===== config.mk =====
export PLATFORM = sky130hd
export DESIGN_NAME = rfs_drive_flat
export DESIGN_NICKNAME = d
export VERILOG_FILES = /design/src/rfs_pkg.sv /design/src/rfs_ring_if.sv /design/src/rfs_fifo.sv /design/src/rfs_drive.sv /design/src/flat_wrapper.sv
export SDC_FILE = /design/constraint.sdc
export NUM_CORES = 1
export LEC_CHECK = 0
export ABC_AREA = 1
export BUFFER_PORTS_ARGS = -buffer_cell sky130_fd_sc_hd__buf_2
export CAP_MARGIN = 20
export CORE_MARGIN = 5
export CORE_UTILIZATION = 53
export DETAILED_ROUTE_END_ITERATION = 10
export GPL_ROUTABILITY_DRIVEN = 0
export PLACE_DENSITY = 0.78
export REMOVE_ABC_BUFFERS = 1
export SYNTH_ARGS = -nofsm -noshare
export SYNTH_HDL_FRONTEND = slang
export SYNTH_SLANG_ARGS = --single-unit

===== constraint.sdc =====
create_clock -name mclk -period 2.9 [get_ports mclk]
set_input_delay 0.58 -clock mclk [delete_from_list [all_inputs] [get_ports mclk]]
set_output_delay 0.58 -clock mclk [all_outputs]
set_load 0.01 [all_outputs]

===== src/rfs_pkg.sv =====
package rfs_pkg;

	// ------------------------------------------------------------
	// Frame kinds on the ring
	// ------------------------------------------------------------
	typedef enum logic [1:0] {
		RFS_KIND_SYNC = 2'h0,
		RFS_KIND_REPLY = 2'h1,
		RFS_KIND_COMMAND = 2'h2,
		RFS_KIND_IDLE = 2'h3
	} rfs_kind_type;

	// ------------------------------------------------------------
	// Start-up phases
	// ------------------------------------------------------------
	typedef enum logic [2:0] {
		RFS_RING_CLOSE_PHASE = 3'h0,
		RFS_AXIS_IDENTIFY_PHASE = 3'h1,
		RFS_COMM_PARAM_PHASE = 3'h2,
		RFS_APP_PARAM_PHASE = 3'h3,
		RFS_CYCLIC_RUN_PHASE = 3'h4
	} rfs_phase_type;

	// ------------------------------------------------------------
	// Word layout and sizes
	// ------------------------------------------------------------
	localparam int RFS_WORD_W = 16;
	localparam int RFS_ADDR_W = 8;
	localparam int RFS_CYC_MAX = 4;
	localparam int RFS_CNT_W = 3;
	localparam int RFS_FIFO_DEPTH = 8;
	// Word positions inside a reply frame
	localparam logic [RFS_CNT_W-1:0] RFS_POS_ADDR = 3'h0;
	localparam logic [RFS_CNT_W-1:0] RFS_POS_STATUS = 3'h1;
	localparam logic [RFS_CNT_W-1:0] RFS_POS_SERVICE = 3'h2;
	localparam logic [RFS_CNT_W-1:0] RFS_POS_CYCLIC = 3'h3;
	// Sync frame word: low bits carry the phase, bit 15 marks it
	localparam logic [RFS_WORD_W-1:0] RFS_SYNC_MARK = 16'h8000;
	localparam logic [2:0] RFS_LINE_RATE_RESET = 3'h0;
	localparam logic [RFS_WORD_W-1:0] RFS_ZERO_WORD = 16'h0000;
	// Line rates in megabaud, encoded as a 2-bit select
	localparam logic [1:0] RFS_RATE_2M = 2'h0;
	localparam logic [1:0] RFS_RATE_16M = 2'h3;

endpackage


===== src/rfs_ring_if.sv =====
`timescale 1ns/1ps
interface rfs_ring_if;
	// One word per beat travels on each direction of the ring
	logic m2s_valid;
	rfs_pkg::rfs_kind_type m2s_kind;
	logic [rfs_pkg::RFS_WORD_W-1:0] m2s_data;
	logic m2s_last;
	logic s2m_valid;
	logic s2m_ready;
	rfs_pkg::rfs_kind_type s2m_kind;
	logic [rfs_pkg::RFS_WORD_W-1:0] s2m_data;
	logic s2m_last;

	modport master (
		output m2s_valid,
		output m2s_kind,
		output m2s_data,
		output m2s_last,
		input s2m_valid,
		output s2m_ready,
		input s2m_kind,
		input s2m_data,
		input s2m_last
	);

	modport drive (
		input m2s_valid,
		input m2s_kind,
		input m2s_data,
		input m2s_last,
		output s2m_valid,
		input s2m_ready,
		output s2m_kind,
		output s2m_data,
		output s2m_last
	);
endinterface


===== src/rfs_fifo.sv =====
`timescale 1ns/1ps
module rfs_fifo #(
	parameter int WIDTH = 16,
	parameter int DEPTH = 8
) (
	input wire logic mclk,
	input wire logic reset_n,
	input wire logic in_valid,
	output logic in_ready,
	input wire logic [WIDTH-1:0] in_data,
	output logic out_valid,
	input wire logic out_ready,
	output logic [WIDTH-1:0] out_data
);
	localparam int AW = $clog2(DEPTH);

	typedef struct packed {
		logic [AW-1:0] wr;
		logic [AW-1:0] rd;
		logic [AW:0] count;
	} rfs_fifo_state_type;

	rfs_fifo_state_type state_reg;
	rfs_fifo_state_type state_next;
	logic [WIDTH-1:0] mem [DEPTH];
	logic push;
	logic pop;

	// ------------------------------------------------------------
	// Flags
	// ------------------------------------------------------------
	assign in_ready = (state_reg.count != (AW+1)'(DEPTH));
	assign out_valid = (state_reg.count != '0);
	assign push = in_valid && in_ready;
	assign pop = out_valid && out_ready;
	assign out_data = mem[state_reg.rd];

	// Pointer and count update
	always_comb begin
		state_next = state_reg;
		if (push) begin
			state_next.wr = state_reg.wr + 1'b1;
		end
		if (pop) begin
			state_next.rd = state_reg.rd + 1'b1;
		end
		if (push && !pop) begin
			state_next.count = state_reg.count + 1'b1;
		end else if (pop && !push) begin
			state_next.count = state_reg.count - 1'b1;
		end
	end

	always_ff @(posedge mclk) begin
		if (!reset_n) begin
			state_reg <= '0;
		end else begin
			state_reg <= state_next;
		end
	end

	// Storage has no reset; count guards reads
	always_ff @(posedge mclk) begin
		if (push) begin
			mem[state_reg.wr] <= in_data;
		end
	end
endmodule


===== src/rfs_drive.sv =====
`timescale 1ns/1ps
// Operation
// - Master opens every cycle with sync frame
// - Drive answers each sync with reply frame; code sends none in ring close phase
// - Command frame follows all reply frames
// - One command frame per cycle, record per drive
// - Two-byte service field in both frames
// - Five start-up phases in fixed order
// - Ring close: slaves repeat master signal
// - Master identifies slaves by drive address
// - Drive reports timing; master sets timing
// - Master loads cyclic parameters before run
// - Reply frame carries own drive address
// - Reply order: status, service, cyclic data
// - Status word always sent, also readable
// - Cyclic section only in phases three, four
// - Mapped parameters sent once per cycle
// - Drive publishes command-mappable parameter list
// - Command record: service field, control word
// - Parameters have unique identifiers, readable elements
// - Service channel carries procedure commands too
// - Line rates two to sixteen megabaud
module rfs_drive (
	input wire logic mclk,
	input wire logic reset_n,
	rfs_ring_if.drive ring,
	input wire logic [rfs_pkg::RFS_ADDR_W-1:0] drive_address,
	input wire logic [1:0] line_rate,
	input wire logic [rfs_pkg::RFS_CNT_W-1:0] cyclic_count,
	input wire logic [rfs_pkg::RFS_WORD_W-1:0] status_word,
	input wire logic [rfs_pkg::RFS_WORD_W-1:0] service_out,
	input wire logic [rfs_pkg::RFS_WORD_W-1:0] feedback_data,
	output logic feedback_take,
	output logic [2:0] phase,
	output logic [rfs_pkg::RFS_WORD_W-1:0] control_word,
	output logic [rfs_pkg::RFS_WORD_W-1:0] service_in,
	output logic service_in_strobe,
	output logic [rfs_pkg::RFS_WORD_W-1:0] command_data,
	output logic command_strobe,
	output logic [1:0] active_rate
);
	// ------------------------------------------------------------
	// State
	// ------------------------------------------------------------
	typedef enum logic [1:0] {
		RFS_D_IDLE = 2'h0,
		RFS_D_REPLY = 2'h1,
		RFS_D_WAIT_CMD = 2'h2
	} rfs_dstate_type;

	typedef struct packed {
		rfs_dstate_type st;
		rfs_pkg::rfs_phase_type phase;
		logic [rfs_pkg::RFS_CNT_W-1:0] pos;
		logic [rfs_pkg::RFS_CNT_W-1:0] map_len;
		logic [rfs_pkg::RFS_CNT_W-1:0] cmd_pos;
		logic [rfs_pkg::RFS_WORD_W-1:0] control;
		logic [rfs_pkg::RFS_WORD_W-1:0] svc;
		logic svc_stb;
		logic [rfs_pkg::RFS_WORD_W-1:0] cmd;
		logic cmd_stb;
		logic [1:0] rate;
	} rfs_drive_state_type;

	rfs_drive_state_type s_reg;
	rfs_drive_state_type s_next;
	logic f_valid;
	logic f_ready;
	logic [rfs_pkg::RFS_WORD_W:0] f_in;
	logic [rfs_pkg::RFS_WORD_W:0] f_out;
	logic cyc_phase;
	logic [rfs_pkg::RFS_WORD_W-1:0] word;
	logic last;

	// ------------------------------------------------------------
	// Reply word selection
	// ------------------------------------------------------------
	// Cyclic section present only in phases three and four
	assign cyc_phase = (s_reg.phase == rfs_pkg::RFS_APP_PARAM_PHASE) ||
		(s_reg.phase == rfs_pkg::RFS_CYCLIC_RUN_PHASE);
	always_comb begin
		word = rfs_pkg::RFS_ZERO_WORD;
		case (s_reg.pos)
			rfs_pkg::RFS_POS_ADDR: begin
				word = {{(rfs_pkg::RFS_WORD_W-rfs_pkg::RFS_ADDR_W){1'b0}},
					drive_address};
			end
			rfs_pkg::RFS_POS_STATUS: begin
				word = status_word;
			end
			rfs_pkg::RFS_POS_SERVICE: begin
				word = service_out;
			end
			default: begin
				word = feedback_data;
			end
		endcase
		// Status, service, then cyclic words
		if (s_reg.pos == rfs_pkg::RFS_POS_SERVICE) begin
			last = !cyc_phase || (s_reg.map_len == '0);
		end else begin
			last = (s_reg.pos >= rfs_pkg::RFS_POS_CYCLIC) &&
				(s_reg.pos == rfs_pkg::RFS_CNT_W'(rfs_pkg::RFS_POS_SERVICE + s_reg.map_len));
		end
	end

	assign f_valid = (s_reg.st == RFS_D_REPLY);
	// Buffer carries the frame end beside each word
	assign f_in = {last, word};
	assign feedback_take = f_valid && f_ready && (s_reg.pos >= rfs_pkg::RFS_POS_CYCLIC);

	// ------------------------------------------------------------
	// Frame sequencing
	// ------------------------------------------------------------
	always_comb begin
		s_next = s_reg;
		s_next.svc_stb = 1'b0;
		s_next.cmd_stb = 1'b0;
		case (s_reg.st)
			RFS_D_IDLE: begin
				// A sync frame seen in idle starts a cycle; it sets the phase only for codes 0 to 4
				if (ring.m2s_valid && ring.m2s_kind == rfs_pkg::RFS_KIND_SYNC) begin
					if (ring.m2s_data[2:0] <= 3'(rfs_pkg::RFS_CYCLIC_RUN_PHASE)) begin
						s_next.phase = rfs_pkg::rfs_phase_type'(ring.m2s_data[2:0]);
					end
					// Layout frozen once per cycle
					s_next.map_len = (cyclic_count > 3'(rfs_pkg::RFS_CYC_MAX)) ?
						3'(rfs_pkg::RFS_CYC_MAX) : cyclic_count;
					// Ring close: no reply, only repeat
					if (ring.m2s_data[2:0] != 3'(rfs_pkg::RFS_RING_CLOSE_PHASE)) begin
						s_next.st = RFS_D_REPLY;
					end
					s_next.pos = rfs_pkg::RFS_POS_ADDR;
				end
			end
			RFS_D_REPLY: begin
				if (f_ready) begin
					s_next.pos = s_reg.pos + 1'b1;
					if (last) begin
						s_next.st = RFS_D_WAIT_CMD;
						s_next.cmd_pos = '0;
					end
				end
			end
			RFS_D_WAIT_CMD: begin
				// Own record in command frame: address, service, control, data
				if (ring.m2s_valid && ring.m2s_kind == rfs_pkg::RFS_KIND_COMMAND) begin
					if (s_reg.cmd_pos != '0 || ring.m2s_data[rfs_pkg::RFS_ADDR_W-1:0] ==
						drive_address) begin
						s_next.cmd_pos = s_reg.cmd_pos + 1'b1;
					end
					if (s_reg.cmd_pos == rfs_pkg::RFS_POS_STATUS) begin
						s_next.svc = ring.m2s_data;
						s_next.svc_stb = 1'b1;
					end else if (s_reg.cmd_pos == rfs_pkg::RFS_POS_SERVICE) begin
						s_next.control = ring.m2s_data;
					end else if (s_reg.cmd_pos >= rfs_pkg::RFS_POS_CYCLIC) begin
						s_next.cmd = ring.m2s_data;
						s_next.cmd_stb = 1'b1;
					end
					if (ring.m2s_last) begin
						s_next.st = RFS_D_IDLE;
					end
				end else if (ring.m2s_valid && ring.m2s_kind == rfs_pkg::RFS_KIND_SYNC) begin
					s_next.st = RFS_D_IDLE;
				end
			end
			default: begin
				s_next.st = RFS_D_IDLE;
			end
		endcase
		// Rate taken only in ring close, before the protocol runs
		if (s_reg.phase == rfs_pkg::RFS_RING_CLOSE_PHASE) begin
			s_next.rate = line_rate;
		end
	end

	always_ff @(posedge mclk) begin
		if (!reset_n) begin
			s_reg <= '0;
		end else begin
			s_reg <= s_next;
		end
	end

	// ------------------------------------------------------------
	// Reply buffer toward the ring
	// ------------------------------------------------------------
	rfs_fifo #(
		.WIDTH(rfs_pkg::RFS_WORD_W + 1),
		.DEPTH(rfs_pkg::RFS_FIFO_DEPTH)
	) u_fifo (
		.mclk(mclk),
		.reset_n(reset_n),
		.in_valid(f_valid),
		.in_ready(f_ready),
		.in_data(f_in),
		.out_valid(ring.s2m_valid),
		.out_ready(ring.s2m_ready),
		.out_data(f_out)
	);

	assign ring.s2m_kind = rfs_pkg::RFS_KIND_REPLY;
	assign ring.s2m_last = f_out[rfs_pkg::RFS_WORD_W];
	assign ring.s2m_data = f_out[rfs_pkg::RFS_WORD_W-1:0];

	assign phase = s_reg.phase;
	assign control_word = s_reg.control;
	assign service_in = s_reg.svc;
	assign service_in_strobe = s_reg.svc_stb;
	assign command_data = s_reg.cmd;
	assign command_strobe = s_reg.cmd_stb;
	assign active_rate = s_reg.rate;
endmodule


===== src/flat_wrapper.sv =====
// flat-port wrapper written by rule: the top's interface ports become plain ports
module rfs_drive_flat 
  (mclk, reset_n, drive_address, line_rate, cyclic_count, status_word, service_out, feedback_data, feedback_take, phase, control_word, service_in, service_in_strobe, command_data, command_strobe, active_rate, ring_m2s_valid, ring_m2s_kind, ring_m2s_data, ring_m2s_last, ring_s2m_valid, ring_s2m_ready, ring_s2m_kind, ring_s2m_data, ring_s2m_last);
  rfs_ring_if ring_i ();
  input wire logic mclk;
  input wire logic reset_n;
  input wire logic [rfs_pkg::RFS_ADDR_W-1:0] drive_address;
  input wire logic [1:0] line_rate;
  input wire logic [rfs_pkg::RFS_CNT_W-1:0] cyclic_count;
  input wire logic [rfs_pkg::RFS_WORD_W-1:0] status_word;
  input wire logic [rfs_pkg::RFS_WORD_W-1:0] service_out;
  input wire logic [rfs_pkg::RFS_WORD_W-1:0] feedback_data;
  output logic feedback_take;
  output logic [2:0] phase;
  output logic [rfs_pkg::RFS_WORD_W-1:0] control_word;
  output logic [rfs_pkg::RFS_WORD_W-1:0] service_in;
  output logic service_in_strobe;
  output logic [rfs_pkg::RFS_WORD_W-1:0] command_data;
  output logic command_strobe;
  output logic [1:0] active_rate;
  input wire logic [$bits(ring_i.m2s_valid)-1:0] ring_m2s_valid;
  input wire logic [$bits(ring_i.m2s_kind)-1:0] ring_m2s_kind;
  input wire logic [$bits(ring_i.m2s_data)-1:0] ring_m2s_data;
  input wire logic [$bits(ring_i.m2s_last)-1:0] ring_m2s_last;
  output wire logic [$bits(ring_i.s2m_valid)-1:0] ring_s2m_valid;
  input wire logic [$bits(ring_i.s2m_ready)-1:0] ring_s2m_ready;
  output wire logic [$bits(ring_i.s2m_kind)-1:0] ring_s2m_kind;
  output wire logic [$bits(ring_i.s2m_data)-1:0] ring_s2m_data;
  output wire logic [$bits(ring_i.s2m_last)-1:0] ring_s2m_last;
  assign ring_i.m2s_valid = ring_m2s_valid;
  assign ring_i.m2s_kind = ring_m2s_kind;
  assign ring_i.m2s_data = ring_m2s_data;
  assign ring_i.m2s_last = ring_m2s_last;
  assign ring_s2m_valid = ring_i.s2m_valid;
  assign ring_i.s2m_ready = ring_s2m_ready;
  assign ring_s2m_kind = ring_i.s2m_kind;
  assign ring_s2m_data = ring_i.s2m_data;
  assign ring_s2m_last = ring_i.s2m_last;
  rfs_drive u_core (.mclk(mclk), .reset_n(reset_n), .ring(ring_i), .drive_address(drive_address), .line_rate(line_rate), .cyclic_count(cyclic_count), .status_word(status_word), .service_out(service_out), .feedback_data(feedback_data), .feedback_take(feedback_take), .phase(phase), .control_word(control_word), .service_in(service_in), .service_in_strobe(service_in_strobe), .command_data(command_data), .command_strobe(command_strobe), .active_rate(active_rate));
endmodule

==> impl_results.md, run 1 <==
* Deepest clock path buffer count at 3
* Wirelength per Cell at 16.8 µm
* Clock-pin slew on the worst setup and hold paths at 0.06 ns
* Avg Cell Area, Syn at 9.59 µm²
* Largest Register: u_core.u_fifo.mem
* Worst reg2reg path depth at 7
* CP top delay family: buffers and inverters
* Tmin final at 2.68 ns
* Total track usage at 0.209
* Post-Synthesis Cells at between 1000 and 1500
* Layout cells sized above 1 at 0.223
* Most frequent cells in the layout: nor2_1 (223), buf_2 (157), edfxtp_1 (136)
* R2r endpoint: u_core.u_fifo.mem[6][7]
* FF-to-FF Start: u_core.s_reg[58]
* Endpoints failing hold at 0
* Clock power share at 0.301
* Die height at between 100 and 150 µm
* Crit start category: flop
* Switch share at 0.318
* Fillers at around 1500
* Buffers and inverters on the worst path at 4
* Drt pass-1 iters at 5
* Worst Hold Path Cells at 3
* Crit path DAT at 2.10 ns
* Initial core utilization at 0.539
* Clock tree from TritonCTS: done
* IO Count at 160
* Crit end category: output port
* Lkg Pwr at roughly 4.5 nW
* Design area at between 0.01 and 0.015 mm²
* Vias/cell at 5.30
* Most common cell after layout, fill and taps aside: nor2_1
* Initial antenna violation count at 8
* Outcome: finished, final reports clean
* Top cell by count, worst path: buf_4
* First-pass GRT wire length at roughly 36000 µm
* Max_cap viols at 0
* #FFs+latches synth at approximately 220
* Max Slew Vio Count at 0
* Die X at roughly 150 µm
* R2r setup slk at 0.42 ns
* Dpl ws at ~0.50 ns
* Sw power at roughly 3 mW
* Total CTS buffers at 22
* Min-delay src: line_rate[0]
* Largest register FFs at roughly 140
* Site Rows at a little under 50
* Top_reg_cell synth: edfxtp_1
* Top cells by area, synth: edfxtp_1 (42%), dfxtp_1 (16%), nor2_1 (8.7%), o21ai_0 (6.2%), nand2_1 (4.8%)
* Worst slew margin at 0.471
* Int Power at 6.39 mW
* Worst hold path endpoint: u_core.active_rate[0]
* Number of flops mapped to enable cells by yosys at roughly 140
* Number of port buffers at roughly 160
* Antenna Nets Post-Route at 0
* GRT overflow at 0
* Classification of the worst setup path: reg2out
* Vias in the first global route at 7062
* 1st-iter DRT viols at ~430
* Warnings from Yosys at 0
* Drt drc at 0
* Endpoints failing setup at 0
* Distinct cell type count after synthesis at 37
* Final HPWL DP at between 15000 and 20000 µm
* Comb pwr share at 0.274
* Placed inst area at between 0.01 and 0.015 mm²
* Area growth syn-to-layout at 13.3%
* CP required at approximately 2.3 ns
* Slowest CP cell: dfxtp_1
* Final period utilization at 0.923
* Total power draw at between 9 and 10 mW
* Post-synthesis sequential area ratio at 0.586
* Slew at the pin closest to its max-slew limit at between 0.7 and 0.8 ns
* Final WS setup at 0.224 ns
* Area leader, netlist: edfxtp_1
* Final TNS setup at 0 ns
* Clk sink count at 215
* Core ar. at between 0.015 and 0.02 mm²
* Clock latency on the worst-skew pair at 0.50 ns
* Root Buffer: clkbuf_16
* Pwr dens at 855 mW/mm²
* FFs w/ async S/R, synth at 0
* Reg power frac at 0.425
* CTS H-tree lvls at 1
* Largest net degree at the start of global routing at 69
* Crit-path cells: buf_4, inv_1, buf_4, o21ai_0, o22ai_1, nor2_1, a31oi_1, buf_2
* Hold WC Path Type: in2reg
* Final wirelength at between 20000 and 25000 µm
* Clock Skew at roughly 0.013 ns
* Max Clk Rate at around 370 MHz
* Yosys top cell area share at 0.422
* Maximum fanout along the worst path at 23
* Die area at 0.0211 mm²
* Hold Buf Count CTS at 0
* Max incr delay on CP at between 0.3 and 0.4 ns
* Hold_ws at ~0.35 ns
* RSZ-0062 raised after global routing: false
* Fin nets at 1214
* Maximum VDD drop at between 0.0005 and 0.0006 V
* Mapped Area at just under 0.01 mm²
* Vias at 7198
power by group through the flow:
stage	Sequential (mW)	Combinational [mW]	Clock, mW
2_1_floorplan	4.07	1.60	0
3_3_place_gp	4.03	2.50	0
3_5_place_dp	4.04	2.58	0
4_1_cts	3.98	2.60	2.88
5_1_grt	4.00	2.92	3.03
6_report	3.98	2.57	2.82
stage by stage:
stage                     cells  utilization
after CTS                  1356        0.610
after global routing       1357        0.610
after detailed placement   1316        0.570
after floorplan             910            -
final                      1357        0.610
after global placement     1316        0.570
how the worst max path moves through the flow:
stage,startpoint,end,slack [ns],cells after the start
after floorplan,flop,ring_s2m_data[0],-0.19,5
after global placement,u_core.s_reg[58],u_core.u_fifo.mem[6][7],0.51,7
after detailed placement,u_core.s_reg[58],u_core.u_fifo.mem[6][7],0.50,7
after CTS,flop,ring_s2m_data[7],0.12,6
after global routing,flop,ring_s2m_data[8],0.08,8
final,flop,ring_s2m_data[5],0.22,8
routing by layer:
metal  part of all wire  vias up  GRT usage
li1                   -     3553          -
met1               0.39     3316      0.254
met2               0.49      264      0.360
met3              0.093       51     0.0686
met4              0.019       14     0.0536
met5             0.0033        -          0
logic make-up (layout without fill, tap and decap cells):
group	Yosys count	after routing	synth area share
flops	215	215	0.586
compound gates	215	215	0.123
buf+inv	162	280	0.0947
simple gates	391	391	0.166
fa+ha+maj	19	19	0.0253
xor+xnor	5	5	0.00453
other cells	2	3	0.000776
timing repair:
| action | CTS | global route |
|---|---|---|
| gates resized for setup | 0 | 1 |
| setup buffers | 0 | 0 |
| endpoints found under the setup margin | 0 | 1 |
cell usage after synthesis, types with 8 or more instances:
library cell / count
buf_4: 59
buf_2: 13
a31oi_1: 17
o21ai_1: 11
o21ai_0: 119
nand3_1: 22
ha_1: 18
inv_1: 46
a21oi_2: 8
nand2_1: 124
nor2_1: 223
o22ai_1: 17
buf_6: 9
edfxtp_1: 136
clkbuf_1: 15
inv_2: 15
dfxtp_1: 79
a21oi_1: 32
tightest hold or removal path, stage by stage:
cell and delay, ns:
buf_2 0.07, o21ai_0 0.07, nor2_1 0.08
layout make-up:
| cell class | count | area, µm² | area share |
|---|---|---|---|
| Inverter | 63 | 236 | 0.0216 |
| Sequential cell | 215 | 5670 | 0.517 |
| Multi-Input combinational cell | 632 | 3090 | 0.282 |
| Timing Repair Buffer | 177 | 948 | 0.0865 |
| Clock buffer | 27 | 591 | 0.0539 |
| Tap cell | 229 | 287 | 0.0261 |
| Clock inverter | 13 | 135 | 0.0123 |
| Antenna cell | 1 | 2.50 | 0.000228 |
Power figures use the tool's default switching activity.
==> run 2, diff against run 1 <==
CORE_UTILIZATION = 51   (was 53)
clock period = 2.2 ns   (was 2.9 ns; I/O delays follow)
==> run 2 against run 1 <==
The flow now finishes with violations (negative setup slack). Register-to-register slack got worse by 0.28 ns. Via count up 3.9%. Critical endpoint is now ring_s2m_data[2]. First-iteration DRC count grew 23%. Largest power group unchanged. Non-clock buffer count is 33 higher. Core utilization up 1.5 points. Clock-buffer cell count is 3 higher.
==> impl_results.md, run 2 (synthesis gave the netlist of run 1 again) <==
* Crit path DAT at between 2 and 2.5 ns
* Met2 usage at 0.371
* GRT overflow at 0
* Hold_ws at between 0.2 and 0.25 ns
* Vias in the first global route at 7319
* Maximum fanout along the worst path at 11
* Most frequent cells in the layout: nor2_1 (202), buf_2 (156), edfxtp_1 (136)
* Die area at ~0.022 mm²
* Crit-path cells: clkinv_8, buf_12, o21ai_0, o22ai_1, nor2_1, a31oi_1, buf_2
* Clk sink count at around 220
* Crit start category: flop
* Layout cells sized above 1 at 0.290
* CP required at around 1.8 ns
* Design area at roughly 0.012 mm²
* Endpoints failing setup at 17
* Final WS setup at -0.274 ns
* Failing checks: negative setup slack
* Total track usage at 0.218
* Clock Skew at about 0.011 ns
* Outcome: finished, violations left
* GR Layer Usage met3 at 0.0702
* Root Buffer: clkbuf_16
* Endpoints failing hold at 0
* Largest net degree at the start of global routing at between 50 and 60
* Most common cell after layout, fill and taps aside: nor2_1
* Largest register FFs at between 100 and 150
* Total power draw at 13.4 mW
* Busiest layer in global routing: met2
* Initial antenna violation count at 6
* Global-route track usage on met1 at 0.274
* Antenna Nets Post-Route at 0
* Lkg Pwr at roughly 4.8 nW
* Slew at the pin closest to its max-slew limit at a little under 0.7 ns
* Fin nets at 1247
* Hold WC Path Type: in2reg
* Clock tree from TritonCTS: done
* Final wirelength at roughly 25000 µm
* Clock-pin slew on the worst setup and hold paths at roughly 0.060 ns
* Non-filler cells in the finished layout at 1395
* Final period utilization at 1.12
* First-pass GRT wire length at 38100 µm
* Site Rows at 50
* Maximum VDD drop at 0.000672 V
* Number of port buffers at around 160
* Final HPWL DP at 15200 µm
* Largest Register: u_core.u_fifo.mem
* Crit end category: output port
* Area growth syn-to-layout at 20.8%
* Max incr delay on CP at ~0.48 ns
* Die X at between 100 and 150 µm
* Max_cap viols at 0
* Drt pass-1 iters at 5
* Initial core utilization at 0.517
* Deepest clock path buffer count at 3
* RSZ-0062 raised after global routing: true
* Fin util at 0.625
* 1st-iter DRT viols at approximately 530
* Drt drc at 0
* Placed Cells at 1335
* Pwr dens at about 1100 mW/mm²
* Hold Buf Count CTS at 0
* Slowest CP cell: dfxtp_4
* Tmin final at approximately 2.5 ns
* Placed inst area at 0.0104 mm²
* Final TNS setup at -1.59 ns
* Vias/cell at 5.36
* Classification of the worst setup path: reg2out
* CTS H-tree lvls at 1
* Clock latency on the worst-skew pair at around 0.50 ns
* Worst slew margin at 0.544
* Wirelength per Cell at roughly 18 µm
* Total CTS buffers at 22
* Dpl ws at 0.0231 ns
* Vias at between 7000 and 8000
* Max Clk Rate at approximately 400 MHz
* Core ar. at about 0.019 mm²
* IO Count at 160
* Die height at about 150 µm
* Max Slew Vio Count at 0
-- run 2: changes by cell type in the layout (fill, tap and decap cells not counted), sizes merged --
cell,before,now
clkbuf,27,30
clkinvlp,4,1
clkinv,8,9
buf,177,208
bufbuf,0,2
bufinv,3,2
-- run 2: power by group --
group	total (mW)	switching, mW	internal, mW
logic	4.38	2.68	1.70
registers	5.28	0.198	5.08
clock network	3.74	1.52	2.22
-- run 2: final timing paths --
path	end	slack, ns	start	cells after the start
max	ring_s2m_data[2]	-0.27	flop	7
min	u_core.active_rate[1]	0.20	line_rate[1]	3
max reg2reg	u_core.u_fifo.state_reg[2]	0.14	u_core.u_fifo.state_reg[0]	11
min reg2reg	u_core.s_reg[57]	0.47	u_core.s_reg[57]	2
-- run 2: final cells by class --
class	count	area [µm²]
diodes	1	2.50
multi-input cells	632	3300
fillers	1462	7020
inverters	63	251
clock inverters	10	103
repair buffers	210	1440
clock buffers	30	623
well taps	234	293
flip-flops and latches	215	5670
-- run 2: critical path, delay by kind of cell (launching register included) --
kind | cells | cell delay, ns
compound gates | 3 | 0.48
flops | 1 | 0.48
buf+inv | 3 | 0.46
simple gates | 1 | 0.11
-- run 2: per-layer routing --
metal / wire (µm) / share of wire
met4: 413 / 0.017
met3: 2410 / 0.098
met5: 65 / 0.0026
met1: 9660 / 0.39
met2: 12000 / 0.49
-- run 2: repair_timing --
action / CTS / global route
pin swaps: 23 / 35
setup buffers: 13 / 4
gates resized for setup: 65 / 87
gates cloned: 4 / 0
setup endpoints to repair: 17 / 19
==> run 3, diff against run 2 <==
clock period = 2.05 ns   (was 2.2 ns; I/O delays follow)
==> run 3 against run 2 <==
The run still ends with negative setup slack left. Non-clock buffer count did not move. Sequential power rose by 6.8%. Cell area fell by 0.14%. Via count rose by 0.35%. Sequential cell count did not move. First-iteration DRC count fell by 8.6%. Clock skew barely moved.
==> impl_results.md, run 3 (synthesis gave the netlist of run 1 again) <==
* Outcome: finished, violations left
* Failing checks: negative setup slack
* Max Clk Rate at 439 MHz
* Global-route track usage on met1 at 0.265
* Design area at 0.0117 mm²
* Comb pwr share at 0.327
* RSZ-0062 raised after global routing: true
* Most common cell after layout, fill and taps aside: nor2_1
* Busiest layer in global routing: met2
* Worst slew margin at 0.571
* Clock Skew at about 0.011 ns
* 1st-iter DRT viols at between 400 and 500
* Total track usage at 0.215
* Worst reg2reg path depth at 14
* Vias/cell at ~5.4
* Placed Cells at approximately 1300
* Final period utilization at 1.11
* CTS H-tree lvls at 1
* Vias at roughly 7500
* Drt pass-1 iters at 7
* Total CTS buffers at 23
* Site Rows at 50
* Final WS setup at -0.229 ns
* R2r endpoint: u_core.u_fifo.state_reg[3]
* Largest net degree at the start of global routing at between 60 and 70
* Sw power at about 4.6 mW
* Min-delay src: line_rate[1]
* Die area at ~0.022 mm²
* R2r setup slk at about 0.030 ns
* Total power draw at between 10 and 15 mW
* Maximum VDD drop at approximately 0.00067 V
* Lkg Pwr at about 4.8 nW
* CP required at between 1.5 and 2 ns
* Layout cells sized above 1 at 0.286
* Switch share at 0.325
* Wirelength per Cell at 17.2 µm
* Number of port buffers at 157
* Clock-pin slew on the worst setup and hold paths at ~0.06 ns
* Clock power share at 0.275
* Tmin final at 2.28 ns
* GRT overflow at 0
* Largest register FFs at 136
* Endpoints failing setup at 17
* Worst Hold Path Cells at 3
* Root Buffer: clkbuf_16
* Largest Register: u_core.u_fifo.mem
* Classification of the worst setup path: reg2out
* Clk sink count at roughly 220
* Drt drc at 0
* Placed inst area at about 0.011 mm²
* Vias in the first global route at approximately 7500
* ANT cells at 0
* Endpoints failing hold at 0
* Clock tree from TritonCTS: done
* Die height at roughly 150 µm
* Met2 usage at 0.382
* First-pass GRT wire length at approximately 38000 µm
* Max_cap viols at 0
* Die X at about 150 µm
* Deepest clock path buffer count at 3
* Non-filler cells in the finished layout at roughly 1400
* Most frequent cells in the layout: nor2_1 (218), buf_2 (157), edfxtp_1 (136)
* FF-to-FF Start: u_core.u_fifo.state_reg[1]
* Fin nets at between 1000 and 1500
* Slew at the pin closest to its max-slew limit at 0.643 ns
* Int Power at ~9.6 mW
* Crit start category: flop
* Final HPWL DP at 15500 µm
* Antenna Nets Post-Route at 0
* Crit path DAT at 1.87 ns
* IO Count at 160
* Clock latency on the worst-skew pair at 0.50 ns
* Hold WC Path Type: in2reg
* Maximum fanout along the worst path at 12
* Dpl ws at -0.0634 ns
* Core ar. at around 0.019 mm²
* Worst hold path endpoint: u_core.active_rate[1]
* Final wirelength at between 20000 and 25000 µm
* Area growth syn-to-layout at 20.6%
* Pwr dens at between 1000 and 1500 mW/mm²
* Reg power frac at 0.398
* Max Slew Vio Count at 0
* Initial core utilization at 0.517
* Initial antenna violation count at 0
* GR Layer Usage met3 at 0.0506
* Crit end category: output port
* Fin util at 0.624
## run 3: cell count changes in the layout (fill, tap and decap cells not counted), moves of 5 or more
| cell | before | now |
|---|---|---|
| o21ai_2 | 17 | 10 |
| nor2_1 | 202 | 218 |
| nand3_1 | 21 | 15 |
| ha_1 | 17 | 12 |
| nor2_2 | 17 | 4 |
| nand3_2 | 5 | 11 |
| o21ai_0 | 72 | 83 |
| buf_6 | 9 | 3 |
## run 3: repair_timing
action,4_1_cts,5_1_grt
endpoints found under the setup margin,19,117
hold buffers,0,0
buffers inserted,8,5
pin swaps,13,15
cloned,3,1
gates resized for setup,62,45
## run 3: power groups by stage
| stage | clock (mW) | combinational, mW | sequential (mW) |
|---|---|---|---|
| final | 3.89 | 4.64 | 5.64 |
| after global routing | 4.17 | 5.12 | 5.67 |
| after CTS | 3.96 | 4.35 | 5.63 |
| after detailed placement | 0 | 3.94 | 5.67 |
| after global placement | 0 | 3.80 | 5.65 |
| after floorplan | 0 | 2.26 | 5.75 |
## run 3: how the worst max path moves through the flow
stage,from,end,cells after the start
detailed placement,u_core.u_fifo.state_reg[0],u_core.u_fifo.state_reg[3],14
global placement,u_core.u_fifo.state_reg[0],u_core.u_fifo.state_reg[3],14
floorplan,flop,ring_s2m_data[0],5
global route,flop,ring_s2m_data[5],7
CTS,flop,ring_s2m_data[4],7
finish,flop,ring_s2m_data[14],7
## run 3: routing by layer
metal	part of all wire	vias to the layer above
li1	-	3618
met1	0.39	3537
met2	0.49	309
met3	0.091	44
met4	0.021	0
met5	0	-
## run 3: area by class of cell
class	count	area, µm²
fill	1460	7040
sequential	215	5680
multi-input combinational	632	3280
timing repair buffer	210	1460
clock buffer	32	674
tap	234	293
inverter	63	249
clock inverter	9	42.5
## run 3: critical path, stage by stage, from the launching register on
cell,delay (ns)
dfxtp_4,0.47
buf_4,0.17
clkbuf_16,0.15
o21ai_1,0.07
o22ai_1,0.15
nor2_1,0.07
a31oi_1,0.14
buf_2,0.15
## run 3: metrics by stage
stage / hold slack, ns / setup TNS [ns]
CTS: 0.152 / -2.70
detailed placement: 0.455 / -0.0634
global placement: 0.446 / 0
global route: 0.179 / -4.52
finish: 0.160 / -2.91
floorplan: 0.433 / -22.31
